**src/tpp_pkg.sv**
```systemverilog
// Shared constants, register map and field layout of the three-phase PWM block
package tpp_pkg;

  localparam int unsigned CLK_HZ        = 200_000_000;
  localparam int unsigned CLK_PERIOD_NS = 5;

  localparam int unsigned PHASES  = 3;
  localparam int unsigned CNT_W   = 16;
  localparam int unsigned DATA_W  = 32;
  localparam int unsigned ADDR_W  = 8;
  localparam int unsigned CONV_W  = 12;
  localparam int unsigned RATIO_W = 4;
  localparam int unsigned DEAD_W  = 16;
  localparam int unsigned IRQ_W   = 3;

  localparam int unsigned DEFAULT_PWM_FREQ_HZ  = 10_000;
  localparam int unsigned DEFAULT_SLOW_LOOP_HZ = 1000;

  // Register byte offsets
  localparam logic [ADDR_W-1:0] OFF_CTRL       = 8'h00;
  localparam logic [ADDR_W-1:0] OFF_PERIOD     = 8'h04;
  localparam logic [ADDR_W-1:0] OFF_DUTY_A     = 8'h08;
  localparam logic [ADDR_W-1:0] OFF_DUTY_B     = 8'h0c;
  localparam logic [ADDR_W-1:0] OFF_DUTY_C     = 8'h10;
  localparam logic [ADDR_W-1:0] OFF_TRIG_MATCH = 8'h14;
  localparam logic [ADDR_W-1:0] OFF_DEAD_NS    = 8'h18;
  localparam logic [ADDR_W-1:0] OFF_SLOW_MATCH = 8'h1c;
  localparam logic [ADDR_W-1:0] OFF_ROUTE      = 8'h20;
  localparam logic [ADDR_W-1:0] OFF_IRQ_STATUS = 8'h24;
  localparam logic [ADDR_W-1:0] OFF_IRQ_MASK   = 8'h28;
  localparam logic [ADDR_W-1:0] OFF_CONV_DATA  = 8'h2c;
  localparam logic [ADDR_W-1:0] OFF_STATUS     = 8'h30;

  // Field positions
  localparam int unsigned CTRL_RUN_BIT      = 0;
  localparam int unsigned CTRL_SLOW_EN_BIT  = 1;
  localparam int unsigned CTRL_RATIO_LSB    = 8;
  localparam int unsigned IRQ_CONV_BIT      = 0;
  localparam int unsigned IRQ_SLOW_BIT      = 1;
  localparam int unsigned IRQ_FAULT_BIT     = 2;
  localparam int unsigned STATUS_FAULT_LSB  = 16;

  // Values after reset
  localparam logic [RATIO_W-1:0] RST_RATIO      = 4'h1;
  localparam logic [CNT_W-1:0]   RST_TRIG_MATCH = 16'h0000;
  localparam logic [DEAD_W-1:0]  RST_DEAD_NS    = 16'h01f4;
  localparam logic               RST_ROUTE      = 1'b1;
  localparam logic               RST_SLOW_EN    = 1'b1;
  localparam logic [IRQ_W-1:0]   RST_IRQ_MASK   = 3'h0;

endpackage

```
**src/tpp_three_phase_pwm.sv**
```systemverilog
// Three-phase PWM with converter trigger, fault handling, slow timer and registers
`timescale 1ns/1ps
module tpp_three_phase_pwm
  import tpp_pkg::*;
#(
  parameter int unsigned PWM_FREQ_HZ       = DEFAULT_PWM_FREQ_HZ,
  parameter int unsigned SLOW_LOOP_RATE_HZ = DEFAULT_SLOW_LOOP_HZ
)(
  input  wire logic              clk_sys,
  input  wire logic              rst,
  input  wire logic [ADDR_W-1:0] bus_addr,
  input  wire logic [DATA_W-1:0] bus_wdata,
  input  wire logic              bus_write,
  input  wire logic              bus_read,
  output logic [DATA_W-1:0]      bus_rdata,
  input  wire logic [PHASES-1:0] fault_in,
  input  wire logic              conv_done,
  input  wire logic [CONV_W-1:0] conv_data,
  output logic [PHASES-1:0]      pwm_top,
  output logic [PHASES-1:0]      pwm_bottom,
  output logic                   conv_start,
  output logic                   conv_single_ended,
  output logic                   irq
);

  // Period count and slow match derived from clock and rates
  localparam logic [CNT_W-1:0]  PERIOD_RST = CNT_W'(CLK_HZ / PWM_FREQ_HZ);
  localparam logic [DATA_W-1:0] SLOW_RST   = DATA_W'(CLK_HZ / SLOW_LOOP_RATE_HZ);

  typedef struct packed {
    logic                          pwm_run;
    logic                          slow_en;
    logic [RATIO_W-1:0]            ratio;
    logic [CNT_W-1:0]              period;
    logic [CNT_W-1:0]              active_period;
    logic [PHASES-1:0][CNT_W-1:0]  duty;
    logic [PHASES-1:0][CNT_W-1:0]  active_duty;
    logic [CNT_W-1:0]              trig_match;
    logic [DEAD_W-1:0]             dead_ns;
    logic [DATA_W-1:0]             slow_match;
    logic [DATA_W-1:0]             slow_cnt;
    logic                          route_en;
    logic [IRQ_W-1:0]              irq_status;
    logic [IRQ_W-1:0]              irq_mask;
    logic [CONV_W-1:0]             conv_result;
    logic [RATIO_W-1:0]            opp_cnt;
    logic                          trig_armed;
    logic                          conv_start;
    logic                          single_ended;
    logic [PHASES-1:0]             fault_meta;
    logic [PHASES-1:0]             fault_sync;
    logic                          irq;
    logic [DATA_W-1:0]             rdata;
  } tpp_top_s;

  tpp_top_s s;
  tpp_top_s next_s;

  logic signed [CNT_W-1:0] init_value;
  logic signed [CNT_W-1:0] end_value;
  logic [DEAD_W-1:0]       dead_cycles;
  logic signed [CNT_W-1:0] trig_eff;
  logic                    reload;
  logic [RATIO_W:0]        opp_next;
  logic [RATIO_W:0]        ratio_ext;

  logic                    tick_out   [PHASES];
  logic signed [CNT_W-1:0] count      [PHASES];
  logic                    wrap       [PHASES];
  logic                    top_w      [PHASES];
  logic                    bot_w      [PHASES];
  logic [PHASES-1:0]       fault_act;

  // Counter runs from -period/2 up to period/2-1
  assign init_value = -$signed(CNT_W'(s.active_period >> 1));
  assign end_value  = $signed(CNT_W'(s.active_period >> 1)) - 16'sh0001;

  // Dead time held in nanoseconds, rounded up to whole clock cycles
  assign dead_cycles = DEAD_W'((32'(s.dead_ns) + CLK_PERIOD_NS - 1) / CLK_PERIOD_NS);

  // Sampling point moved half a dead time past the reference
  assign trig_eff = $signed(s.trig_match) + $signed(CNT_W'(dead_cycles >> 1));

  // Every wrap of the master is an opportunity; only every nth one reloads
  assign opp_next  = {1'b0, s.opp_cnt} + 5'h01;
  assign ratio_ext = {1'b0, s.ratio};
  assign reload    = wrap[0] && (opp_next >= ratio_ext);

  generate
    for (genvar gi = 0; gi < PHASES; gi++) begin : g_phase
      logic signed [CNT_W-1:0] cmp_lo;
      logic signed [CNT_W-1:0] cmp_hi;
      logic                    tick_in;
      logic                    reinit;

      // Centre-aligned pulse of duty counts around zero
      assign cmp_lo = -$signed(CNT_W'(s.active_duty[gi] >> 1));
      assign cmp_hi = cmp_lo + $signed(s.active_duty[gi]);

      if (gi == 0) begin : g_master
        assign tick_in = s.pwm_run;
        assign reinit  = ~s.pwm_run;
      end else begin : g_slave
        assign tick_in = tick_out[0];
        assign reinit  = ~s.pwm_run | reload;
      end

      tpp_phase u_phase (
        .clk_sys      (clk_sys),
        .rst          (rst),
        .tick_in      (tick_in),
        .reinit       (reinit),
        .reload       (reload),
        .init_value   (init_value),
        .end_value    (end_value),
        .cmp_lo       (cmp_lo),
        .cmp_hi       (cmp_hi),
        .dead_cycles  (dead_cycles),
        .fault        (s.fault_sync[gi]),
        .tick_out     (tick_out[gi]),
        .count        (count[gi]),
        .wrap         (wrap[gi]),
        .out_top      (top_w[gi]),
        .out_bottom   (bot_w[gi]),
        .fault_active (fault_act[gi])
      );

      assign pwm_top[gi]    = top_w[gi];
      assign pwm_bottom[gi] = bot_w[gi];
    end
  endgenerate

  assign bus_rdata         = s.rdata;
  assign conv_start        = s.conv_start;
  assign conv_single_ended = s.single_ended;
  assign irq               = s.irq;

  always_comb begin
    next_s = s;

    // Fault pins pass two flip-flops before use
    next_s.fault_meta = fault_in;
    next_s.fault_sync = s.fault_meta;

    // Reload opportunity counting on the master wrap
    if (!s.pwm_run) begin
      next_s.opp_cnt = '0;
    end else if (wrap[0]) begin
      next_s.opp_cnt = reload ? '0 : RATIO_W'(opp_next);
    end

    // Trigger fires once per reload, at the shifted match value
    next_s.conv_start = 1'b0;
    if (s.trig_armed && s.pwm_run && count[0] == trig_eff) begin
      next_s.trig_armed = 1'b0;
      next_s.conv_start = s.route_en;
    end

    // Shadowed duty and period become active on a reload or while stopped
    if (reload || !s.pwm_run) begin
      next_s.active_duty   = s.duty;
      next_s.active_period = s.period;
      next_s.trig_armed    = reload;
    end

    // Single-ended mode stays fixed; no software start exists
    next_s.single_ended = 1'b1;

    // Register writes
    if (bus_write) begin
      case (bus_addr)
        OFF_CTRL: begin
          next_s.pwm_run = bus_wdata[CTRL_RUN_BIT];
          next_s.slow_en = bus_wdata[CTRL_SLOW_EN_BIT];
          next_s.ratio   = bus_wdata[CTRL_RATIO_LSB +: RATIO_W];
        end
        OFF_PERIOD:     next_s.period     = bus_wdata[CNT_W-1:0];
        OFF_DUTY_A:     next_s.duty[0]    = bus_wdata[CNT_W-1:0];
        OFF_DUTY_B:     next_s.duty[1]    = bus_wdata[CNT_W-1:0];
        OFF_DUTY_C:     next_s.duty[2]    = bus_wdata[CNT_W-1:0];
        OFF_TRIG_MATCH: next_s.trig_match = bus_wdata[CNT_W-1:0];
        OFF_DEAD_NS:    next_s.dead_ns    = bus_wdata[DEAD_W-1:0];
        OFF_SLOW_MATCH: next_s.slow_match = bus_wdata;
        OFF_ROUTE:      next_s.route_en   = bus_wdata[0];
        OFF_IRQ_STATUS: next_s.irq_status = s.irq_status & ~bus_wdata[IRQ_W-1:0];
        OFF_IRQ_MASK:   next_s.irq_mask   = bus_wdata[IRQ_W-1:0];
        default: begin
        end
      endcase
    end

    // Slow-loop timer, restarting from zero at its match
    if (!s.slow_en) begin
      next_s.slow_cnt = '0;
    end else if (s.slow_cnt >= s.slow_match) begin
      next_s.slow_cnt                 = '0;
      next_s.irq_status[IRQ_SLOW_BIT] = 1'b1;
    end else begin
      next_s.slow_cnt = s.slow_cnt + 32'h0000_0001;
    end

    // Conversion result capture; events set after the clear so they win
    if (conv_done) begin
      next_s.conv_result              = conv_data;
      next_s.irq_status[IRQ_CONV_BIT] = 1'b1;
    end
    if (|s.fault_sync) begin
      next_s.irq_status[IRQ_FAULT_BIT] = 1'b1;
    end

    next_s.irq = |(next_s.irq_status & next_s.irq_mask);

    // Read data stands only in the cycle after the strobe
    next_s.rdata = '0;
    if (bus_read) begin
      case (bus_addr)
        OFF_CTRL: begin
          next_s.rdata[CTRL_RUN_BIT]              = s.pwm_run;
          next_s.rdata[CTRL_SLOW_EN_BIT]          = s.slow_en;
          next_s.rdata[CTRL_RATIO_LSB +: RATIO_W] = s.ratio;
        end
        OFF_PERIOD:     next_s.rdata[CNT_W-1:0]  = s.period;
        OFF_DUTY_A:     next_s.rdata[CNT_W-1:0]  = s.duty[0];
        OFF_DUTY_B:     next_s.rdata[CNT_W-1:0]  = s.duty[1];
        OFF_DUTY_C:     next_s.rdata[CNT_W-1:0]  = s.duty[2];
        OFF_TRIG_MATCH: next_s.rdata[CNT_W-1:0]  = s.trig_match;
        OFF_DEAD_NS:    next_s.rdata[DEAD_W-1:0] = s.dead_ns;
        OFF_SLOW_MATCH: next_s.rdata             = s.slow_match;
        OFF_ROUTE:      next_s.rdata[0]          = s.route_en;
        OFF_IRQ_STATUS: next_s.rdata[IRQ_W-1:0]  = s.irq_status;
        OFF_IRQ_MASK:   next_s.rdata[IRQ_W-1:0]  = s.irq_mask;
        OFF_CONV_DATA:  next_s.rdata[CONV_W-1:0] = s.conv_result;
        OFF_STATUS: begin
          next_s.rdata[CNT_W-1:0]                       = count[0];
          next_s.rdata[STATUS_FAULT_LSB +: PHASES]      = fault_act;
        end
        default: begin
        end
      endcase
    end
  end

  always_ff @(posedge clk_sys or posedge rst) begin
    if (rst) begin
      s               <= '0;
      s.ratio         <= RST_RATIO;
      s.period        <= PERIOD_RST;
      s.active_period <= PERIOD_RST;
      s.trig_match    <= RST_TRIG_MATCH;
      s.dead_ns       <= RST_DEAD_NS;
      s.slow_match    <= SLOW_RST;
      s.slow_en       <= RST_SLOW_EN;
      s.route_en      <= RST_ROUTE;
      s.irq_mask      <= RST_IRQ_MASK;
    end else begin
      s <= next_s;
    end
  end

endmodule // tpp_three_phase_pwm

```
**src/tpp_phase.sv**
```systemverilog
// One phase counter with centre-aligned compare, dead time and fault disable
`timescale 1ns/1ps
module tpp_phase
  import tpp_pkg::*;
(
  input  wire logic                    clk_sys,
  input  wire logic                    rst,
  input  wire logic                    tick_in,
  input  wire logic                    reinit,
  input  wire logic                    reload,
  input  wire logic signed [CNT_W-1:0] init_value,
  input  wire logic signed [CNT_W-1:0] end_value,
  input  wire logic signed [CNT_W-1:0] cmp_lo,
  input  wire logic signed [CNT_W-1:0] cmp_hi,
  input  wire logic [DEAD_W-1:0]       dead_cycles,
  input  wire logic                    fault,
  output logic                         tick_out,
  output logic signed [CNT_W-1:0]      count,
  output logic                         wrap,
  output logic                         out_top,
  output logic                         out_bottom,
  output logic                         fault_active
);

  typedef struct packed {
    logic signed [CNT_W-1:0] count;
    logic                    ideal;
    logic [DEAD_W-1:0]       dead_cnt;
    logic                    top;
    logic                    bottom;
    logic                    fault_active;
  } tpp_phase_s;

  tpp_phase_s s;
  tpp_phase_s next_s;
  logic       ideal_now;

  // Counter tick is handed on so the following phases count on the master's tick
  assign tick_out     = tick_in;
  assign count        = s.count;
  assign out_top      = s.top;
  assign out_bottom   = s.bottom;
  assign fault_active = s.fault_active;

  always_comb begin
    next_s    = s;
    wrap      = tick_in && (s.count >= end_value);
    ideal_now = (s.count >= cmp_lo) && (s.count < cmp_hi);
    if (reinit) begin
      next_s.count = init_value;
    end else if (tick_in) begin
      next_s.count = wrap ? init_value : s.count + 16'sh0001;
    end
    next_s.ideal = ideal_now;
    if (ideal_now != s.ideal) begin
      next_s.dead_cnt = dead_cycles;
    end else if (s.dead_cnt != '0) begin
      next_s.dead_cnt = s.dead_cnt - 16'h0001;
    end
    if (fault) begin
      next_s.fault_active = 1'b1;
    end else if (reload) begin
      next_s.fault_active = 1'b0;
    end
    if (next_s.fault_active || next_s.dead_cnt != '0) begin
      next_s.top    = 1'b0;
      next_s.bottom = 1'b0;
    end else begin
      next_s.top    = ideal_now;
      next_s.bottom = ~ideal_now;
    end
  end

  always_ff @(posedge clk_sys or posedge rst) begin
    if (rst) begin
      s <= '0;
    end else begin
      s <= next_s;
    end
  end

endmodule // tpp_phase

```
**config.mk**
```make
export PLATFORM = sky130hd
export DESIGN_NAME = tpp_three_phase_pwm
export DESIGN_NICKNAME = d
export VERILOG_FILES = /design/src/tpp_pkg.sv /design/src/tpp_three_phase_pwm.sv /design/src/tpp_phase.sv
export SDC_FILE = /design/constraint.sdc
export NUM_CORES = 1
export LEC_CHECK = 0
export ABC_CLOCK_PERIOD_IN_PS = 15600
export BUFFER_PORTS_ARGS = -buffer_cell sky130_fd_sc_hd__buf_2
export CAP_MARGIN = 20
export CORE_MARGIN = 3
export CORE_UTILIZATION = 50
export DETAILED_ROUTE_END_ITERATION = 16
export GPL_TIMING_DRIVEN = 0
export PLACE_DENSITY = 0.72
export SYNTH_ARGS = -nofsm -noshare
export SYNTH_HDL_FRONTEND = slang
export SYNTH_SLANG_ARGS = --single-unit
```
**constraint.sdc**
```tcl
create_clock -name clk_sys -period 15.6 [get_ports clk_sys]
set_clock_uncertainty 0.05 [all_clocks]
set_input_delay 0.78 -clock clk_sys [delete_from_list [all_inputs] [get_ports clk_sys]]
set_output_delay 0.78 -clock clk_sys [all_outputs]
set_load 0.05 [all_outputs]
```
* After elaboration in Yosys (flattened, before gate mapping)
Index checks and enable logic that the tools add are counted. W data, S select, Z words.
Cells by class: mux-type cells 46, eq/ne operators 17, bitwise operators 8, divide/modulo/power cells 1, order comparisons 11, add/sub/neg operators 19, reduce and logical (&&, ||, !) cells 34
Operators by type and width (number):
- $mux W16 | 14
- $ge A16 B16 Y1 | 6
- $mux W32 | 3
- $reduce_bool A16 Y1 | 6
- $add A16 B16 Y16 | 4
- $neg A15 Y16 | 4
- $add A16 B2 Y16 const B | 3
- $lt A16 B16 Y1 | 3
- $sub A16 B1 Y16 const B | 3
- $pmux W5 S9 | 1
- $eq A8 B6 Y1 const B | 5
- $pmux W4 S10 | 1
- $add A32 B1 Y32 const B | 1
- $div A32 B3 Y32 const B | 1
- $eq A8 B5 Y1 const B | 4
- $ge A32 B32 Y1 | 1
- $pmux W4 S8 | 1
- $reduce_and A2 Y1 | 9
- $sub A17 B1 Y18 const B | 1
- $add A16 B3 Y17 const B | 1
- $eq A16 B16 Y1 | 1
- $eq A8 B4 Y1 const B | 2
- $sub A15 B1 Y16 const B | 1
- $mux W13 | 1
- other kinds (24) | 59
Word-level totals: bits of input ports 60, output and inout port bits 41, word-level logic and storage cells 181, register bits after elaboration 403

* Logic depth before layout (Yosys ltp)
Gate-level depths: netlist of the first run.
word-level depth 9, mapped depth 44, gate-level depth less buffers 40

* Modules after synthesis
A second synthesis of the first run with hierarchy kept.
Second synthesis, totals: cells, all modules 3383, area, all modules 30505.5 µm²
Modules (own cells, without submodules):
- tpp_three_phase_pwm | sequential area each 7388.3 µm², cells each 2000, area each 19312.3 µm², times used 1
- tpp_phase | sequential area each 900.9 µm², cells each 461, area each 3731.1 µm², times used 3

* Least setup slack after synthesis of the first run
No wires, ideal clock.
kind flip-flop to flip-flop, from register s[133] (netlist name), to register s[41] (netlist name), cell stages (with the launch flop) 43, library setup time 0.125 ns, slack 7.155 ns, buffers on the path 4, arrival 8.270 ns, required time 15.425 ns, period minus slack after synthesis 8.445 ns, cell sequence dfstp_2 -> buf_2 -> nand4_4 -> or4_4 -> and2_4 -> buf_6 -> mux2i_1 -> o211a_1 -> a21oi_4 -> o32ai_2 -> or2_1 -> buf_6 -> o32a_1 -> a211oi_2 -> mux2_2 -> o21ba_1 -> buf_4 -> a211oi_1 -> [7 not listed] -> fa_1 -> a21oi_1 -> nor2_1 -> nor2_1 -> o21bai_1 -> a21oi_1 -> o21bai_1 -> a21oi_1 -> o21bai_1 -> a21oi_1 -> o21ai_0 -> a21oi_1 -> o21bai_1 -> a21oi_1 -> xnor2_1 -> nand4_1 -> nand2_1 -> nand2_1
On the way: longest elaborated chain between the ends 7
RTL lines:
- from (decl) | line tpp_three_phase_pwm.sv:56 | tpp_top_s s;
- from (signal assigned) | line tpp_three_phase_pwm.sv:256 | s <= next_s;
- $add A16 B3 Y17 | line tpp_three_phase_pwm.sv:79 | assign dead_cycles = DEAD_W'((32'(s.dead_ns) + CLK_PERIOD_NS - 1) / CLK_PERIOD_NS);
- $sub A17 B1 Y18 | line tpp_three_phase_pwm.sv:79
- $div A32 B3 Y32 | line tpp_three_phase_pwm.sv:79
- $add A16 B16 Y16 | line tpp_three_phase_pwm.sv:82 | assign trig_eff = $signed(s.trig_match) + $signed(CNT_W'(dead_cycles >> 1));
- $eq A16 B16 Y1 | line tpp_three_phase_pwm.sv:154 | if (s.trig_armed && s.pwm_run && count[0] == trig_eff) begin
- $logic_and A1 B1 Y1 | line tpp_three_phase_pwm.sv:154
- $reduce_bool A2 Y1 (no source line)
Every way passes these cells. A chain may end at the register's enable or synchronous reset.

==> results of run 1 <==
## critical path: cells and delay by family (launching register included)
kind / cells / cell delay [ns]
xor gates and xnor gates: 1 / 0.14
AOI/OAI and AO/OA: 18 / 3.86
adders and majority gates: 3 / 0.91
and+or+nand+nor: 14 / 3.66
DFF: 1 / 0.51
buffers and inverters: 5 / 1.22
## cell usage after synthesis, drive strengths merged, types with 7 or more instances
cell	number
a2111oi	9
a211oi	18
a21boi	7
a21o	69
a21oi	147
a221oi	25
a222oi	9
a22o	20
a22oi	42
a31oi	29
and2	11
and3	28
buf	60
clkbuf	83
dfrtp	377
dfstp	25
ha	246
inv	185
mux2	203
mux2i	27
nand2	192
nand2b	54
nand3	80
nand3b	12
nand4	38
nor2	240
nor2b	33
nor3	83
nor4	37
o211ai	13
o21a	15
o21ai	126
o21bai	14
o22ai	11
o31ai	9
or3	18
or4	15
xnor2	160
xor2	99
## power groups by stage
stage | combinational (mW) | sequential, mW | clock [mW]
2_1_floorplan | 1.38 | 1.32 | 0
3_3_place_gp | 1.72 | 1.42 | 0
3_5_place_dp | 1.81 | 1.42 | 0
4_1_cts | 1.82 | 1.40 | 1.15
5_1_grt | 2.08 | 1.42 | 1.19
6_report | 1.84 | 1.41 | 1.14
## area by class of cell
| class | count | area (um^2) | area share [%] |
|---|---|---|---|
| Inverter | 187 | 709.4 | 2.279 |
| Clock inverter | 22 | 304.0 | 0.9768 |
| Multi-Input combinational cell | 2225 | 16480 | 52.93 |
| Tap cell | 748 | 935.9 | 3.007 |
| Sequential cell | 402 | 10090 | 32.42 |
| Buffer | 143 | 723.2 | 2.324 |
| Timing Repair Buffer | 104 | 590.6 | 1.897 |
| Clock buffer | 62 | 1290 | 4.145 |
| Antenna cell | 2 | 5.005 | 0.01608 |
## state kept, by name, summed over array words and instances (netlist names)
register,flops
irq,1
g_phase.u_phase.fault_active,3
g_phase.u_phase.count,48
ratio_ext,4
g_phase.tick_in,1
next_s,3
conv_start,1
g_phase.u_phase.s,51
bus_rdata,32
s,251
g_phase.u_phase.out_bottom,3
conv_single_ended,1
g_phase.u_phase.out_top,3
## kinds of logic (layout without fill, tap and decap cells)
family / Yosys count / after routing / synth area share (%)
AO/OA/AOI/OAI: 622 / 622 / 15.21
other: 1 / 3 / 0.01340
XOR/XNOR: 259 / 259 / 8.106
AND/OR/NAND/NOR: 863 / 863 / 15.21
adder cells (fa/ha/maj): 250 / 250 / 11.18
flip-flops: 402 / 402 / 36.06
buffers and inverters: 330 / 518 / 5.092
multiplexers: 230 / 230 / 9.134
## through the flow
stage               hold slack (ns)  setup slack [ns]  total power, mW  TNS (ns)
global route                 0.1047             4.562            4.693         0
finish                      0.09839             5.118            4.394         0
detailed placement           0.2863             5.495            3.226         0
CTS                         0.08333             5.435            4.380         0
global placement             0.2871           -0.2930            3.140   -101.47
floorplan                    0.2812             3.630            2.700         0
## per-layer routing
layer / share of wire [%] / routed length [um] / global-route usage, %
met5: 0.027 / 23 / 0
met4: 4.6 / 3914 / 12.14
met3: 8.2 / 7074 / 5.822
met2: 45 / 38760 / 45.81
met1: 42 / 36190 / 38.64
## path summary, 6_finish.rpt
| path | from | slack [ns] | end | cells past startpoint |
|---|---|---|---|---|
| max reg2reg | s[133] | 5.12 | conv_start | 41 |
| min in group clk_sys | fault_in[2] | 0.23 | next_s[35] | 1 |
| max | s[133] | 5.12 | conv_start | 41 |
| max in group asynchronous | rst | 14.00 | s[207] | 4 |
| min reg2reg | next_s[34] | 0.30 | s[34] | 0 |
| min | rst | 0.1 | bus_rdata[1] | 2 |
==> qor.yml, run 1 <==
layout:
  final_area_mm2: 0.03112
  fill_cells: 4783
  drive_above_1_share_pct: 16.09
  nets: 3415
  area_growth_pct: 11.22
  layout_common_cells: "dfrtp_1 (377), ha_1 (246), nor2_1 (239)"
  layout_commonest_cell: "dfrtp_1"
  stdcell_count: 3895
  postLayoutCoreUtil_pct: 56.39
critical_path:
  endpoint_kind: "register"
  worstPathRequired_ns: 16.05
  critPathSlowestCell: "a221oi_2"
  cpPeakStageDelay_ns: 0.61
  path_class: "register to register"
  critPathMaxFanout: 10
  startpoint_type: "register"
  crit_top_cell: "a21oi_1"
  worst_ep_arrival_time_ns: 10.93
floorplanning:
  ios: 101
  fp.dieArea_mm2: 0.05885
  start_util_pct: 50.70
  die_w_um: 242.6
  core_area_mm2: 0.05520
  chipHeight_um: 242.6
  row_count: 86
grt:
  grt_pass1_vias: 23640
  antenna_found_initial: 7
  grt_max_degree: 134
  grt_pass1_wl_um: 134200
  track_usage_pct: 28.87
  global_route.overflow_total: 0
timing:
  tightest_slew_ns: 1.057
  slew_headroom_pct: 28.77
  rsz0062_at_grt: "false"
  max_freq_mhz: 95.41
  timing.final.setup_violations: 0
  min_period_over_period_pct: 67.19
  finalHoldViolations: 0
  drv_slew: 0
  post-route-min-period_ns: 10.48
logic_synthesis:
  mappedNetlistArea_mm2: 0.02799
  synth-edff-count: 0
  async_reset_ff_share_pct: 100.0
  synth_area_per_cell_um2: 9.464
  synth-main-ff-cell: "dfrtp_1"
  syn-num-nets: 3264
  yosysSeqAreaShare_pct: 36.06
  synth_cells: 2957
  yosys.area.top_type: "dfrtp_1"
  yosysWarnings: 0
  synth_top_area_share_pct: 33.71
  synth-seq-cells: 402
  synth_cell_types: 101
  synthTopCellsByArea: "dfrtp_1 (34%), ha_1 (11%), mux2_2 (8.2%)"
placed_design:
  placed_area_mm2: 0.02952
  hpwl_um: 64600
  dp_cells: 3808
  numPortBuffers: 99
  gp_congestion: 0.9735
clocking:
  cts_buffers: 45
  cts_sinks: 402
  cts_tree: "built"
  ctsRootBufferMaster: "clkbuf_16"
  clockBufferDepth: 3
  clk_latency_ns: 0.60
  clk_pin_slew_ns: 0.06
  htreeDepth: 2
  cts_setup_buffers: 0
  cts_resized: 0
  cts_hold_buf: 0
route:
  drc: 0
  viasPerCell: 6.098
  num_vias: 23750
  wl_um: 85960
  drt_iter0_drc: 2292
  ant_nets: 0
  first_pass_iters: 6
  wl_per_cell_um: 22.07
pwr:
  seq_power_share_pct: 32.2
  power.density_mw_per_mm2: 141.2
  comb_power_share_pct: 41.9
  power_leakage_nw: 14.54
  netSwitchingFraction_pct: 40.62
  p_clk_share_pct: 25.9
  netSwitchingPower_mw: 1.785
  ir_worst_vdd_mv: 0.09095
  p_int_mw: 2.609
job:
  drv_cap: 0
outcome:
  status: "finished, final reports clean"
hold_path:
  hold_path.class: "primary input to asynchronous set/reset pin"
Note: power is estimated with default switching activity, not from simulation.
==> inputs of run 2 (changes only) <==
--- a/config.mk
+++ b/config.mk
@@ -5,14 +5,14 @@
 export SDC_FILE = /design/constraint.sdc
 export NUM_CORES = 1
 export LEC_CHECK = 0
-export ABC_CLOCK_PERIOD_IN_PS = 15600
+export ABC_CLOCK_PERIOD_IN_PS = 8800
 export BUFFER_PORTS_ARGS = -buffer_cell sky130_fd_sc_hd__buf_2
 export CAP_MARGIN = 20
 export CORE_MARGIN = 3
 export CORE_UTILIZATION = 50
 export DETAILED_ROUTE_END_ITERATION = 16
 export GPL_TIMING_DRIVEN = 0
-export PLACE_DENSITY = 0.72
+export PLACE_DENSITY = 0.74
 export SYNTH_ARGS = -nofsm -noshare
 export SYNTH_HDL_FRONTEND = slang
 export SYNTH_SLANG_ARGS = --single-unit
==> constraint.sdc (replaced) <==
create_clock -name clk_sys -period 8.8 [get_ports clk_sys]
set_clock_uncertainty 0.05 [all_clocks]
set_input_delay 0.44 -clock clk_sys [delete_from_list [all_inputs] [get_ports clk_sys]]
set_output_delay 0.44 -clock clk_sys [all_outputs]
set_load 0.05 [all_outputs]
==> run 2 against run 1 <==
- the run now ends with setup timing left
- final area grew 5.1%
- non-clock buffer count grew 112
- power grew 80%
- combinational power grew 83%
- global-route usage shrank 0.86 points
- wire length shrank 0.84%
- first-iteration DRC count grew 2.2%
- die area is the same
- setup slack lost 5.1 ns
- clock power grew 77%
- sequential share of layout area shrank 1.6 points
- critical endpoint is now s[41]
==> qor.yml, run 2 (synthesis results as in run 1) <==
outcome:
  violations: "setup timing"
  status: "finished with violations"
layout:
  area_growth_pct: 16.90
  drive_above_1_share_pct: 20.40
  largest_register_ffs: 251
  top_register: "s"
  postLayoutCoreUtil_pct: 59.26
  layout_commonest_cell: "dfrtp_1"
  nets: 3527
  layout_common_cells: "dfrtp_1 (373), ha_1 (243), nor2_1 (235)"
critical_path:
  startpoint_type: "register"
  worst_ep_arrival_time_ns: 9.24
  path_class: "register to register"
  worstPathRequired_ns: 9.23
  cpPeakStageDelay_ns: 0.58
  crit_top_cell: "a21oi_2"
  endpoint_kind: "register"
  r2r_slack_ns: -0.01
  critPathMaxFanout: 8
  critPathSlowestCell: "or4_4"
timing:
  timing.final.setup_violations: 1
  min_period_over_period_pct: 100.1
  drv_slew: 0
  slew_headroom_pct: 24.57
  tightest_slew_ns: 1.120
  max_freq_mhz: 113.5
  rsz0062_at_grt: "true"
  finalHoldViolations: 0
  post-route-min-period_ns: 8.811
  tns_ns: -0.01069
  setup_slack_ns: -0.01069
pwr:
  power_leakage_nw: 15.24
  ir_worst_vdd_mv: 0.1869
  power.density_mw_per_mm2: 241.7
grt:
  grt_max_degree: 43
  antenna_found_initial: 4
  track_usage_pct: 28.01
  grt_pass1_vias: 23140
  global_route.overflow_total: 0
  grt_pass1_wl_um: 130700
route:
  ant_nets: 0
  viasPerCell: 6.023
  wl_um: 85240
  num_vias: 24120
  first_pass_iters: 6
  wl_per_cell_um: 21.28
  drc: 0
  drt_iter0_drc: 2342
clocking:
  cts_buffers: 45
  cts_sinks: 402
  ctsRootBufferMaster: "clkbuf_16"
  clk_pin_slew_ns: 0.06
  clockBufferDepth: 3
  clk_latency_ns: 0.62
  htreeDepth: 2
  cts_tree: "built"
placed_design:
  dp_slack_ns: -1.171
  hpwl_um: 61870
  gp_congestion: 0.9870
  numPortBuffers: 99
hold_path:
  hold_path.class: "primary input to register"
floorplanning:
  die_w_um: 242.6
  chipHeight_um: 242.6
  core_area_mm2: 0.05520
  start_util_pct: 50.70
  ios: 101
  row_count: 86
  fp.dieArea_mm2: 0.05885
job:
  drv_cap: 0
## run 2: path summary, 6_finish.rpt
check	startpoint	end	cells after the start
setup / recovery	s[134]	s[41]	42
hold reg to reg	next_s[35]	s[35]	0
hold / removal	conv_data[9]	s[55]	2
max in group asynchronous	rst	s[64]	7
min in group asynchronous	rst	bus_rdata[12]	3
setup reg to reg	s[134]	s[41]	42
## run 2: final cells by class
class	instances	area, um^2
clock inverters	18	340.3
clock buffers	64	1237
inverters	187	705.7
multi-input cells	2225	17060
diodes	2	5.005
well taps	748	935.9
repair buffers	222	1617
flip-flops and latches	402	10100
plain buffers	137	710.7
fillers	4563	22490
## run 2: per-stage QoR
stage                     hold slack, ns  area, um^2  cells  total power [mW]
final                            0.01939       32710   4005             7.907
after global routing             0.01806       32710   4003             8.441
after CTS                      0.0001144       32010   3960             7.790
after detailed placement          0.2847       29660   3817             5.694
after global placement            0.2842       29420   3804             5.598
after floorplan                   0.2812       27990   2957             4.787
## run 2: power by group
group          switching, mW  total [mW]  internal [mW]
sequential             0.422        2.51           2.09
clock                  0.822        2.02           1.20
combinational           1.94        3.37           1.44
total                   3.18        7.91           4.73
## run 2: timing repair
item	4_1_cts	5_1_grt
endpoints found under the setup margin	2	2
resized for setup	53	72
buffers inserted	46	43
hold buffers	20	0
hold endpoints to repair	35	0
pin swaps	21	61
## run 2: critical path: cells and delay by family (launching register included)
family                   cells  cell delay (ns)
flip-flops                   1             0.53
buffers and inverters        7             1.02
AND/OR/NAND/NOR             11             2.55
adder cells (fa/ha/maj)      2             0.56
XOR/XNOR                     1             0.13
AO/OA/AOI/OAI               21             3.87
## run 2: layer usage
layer  global-route usage (%)  vias to the layer above  wire length [um]
li1                         -                    11120                 -
met1                    37.10                    11600             35520
met2                    44.21                     1110             37820
met3                    6.275                      293              7610
met4                    12.20                        2              4267
met5                        0                        -                13
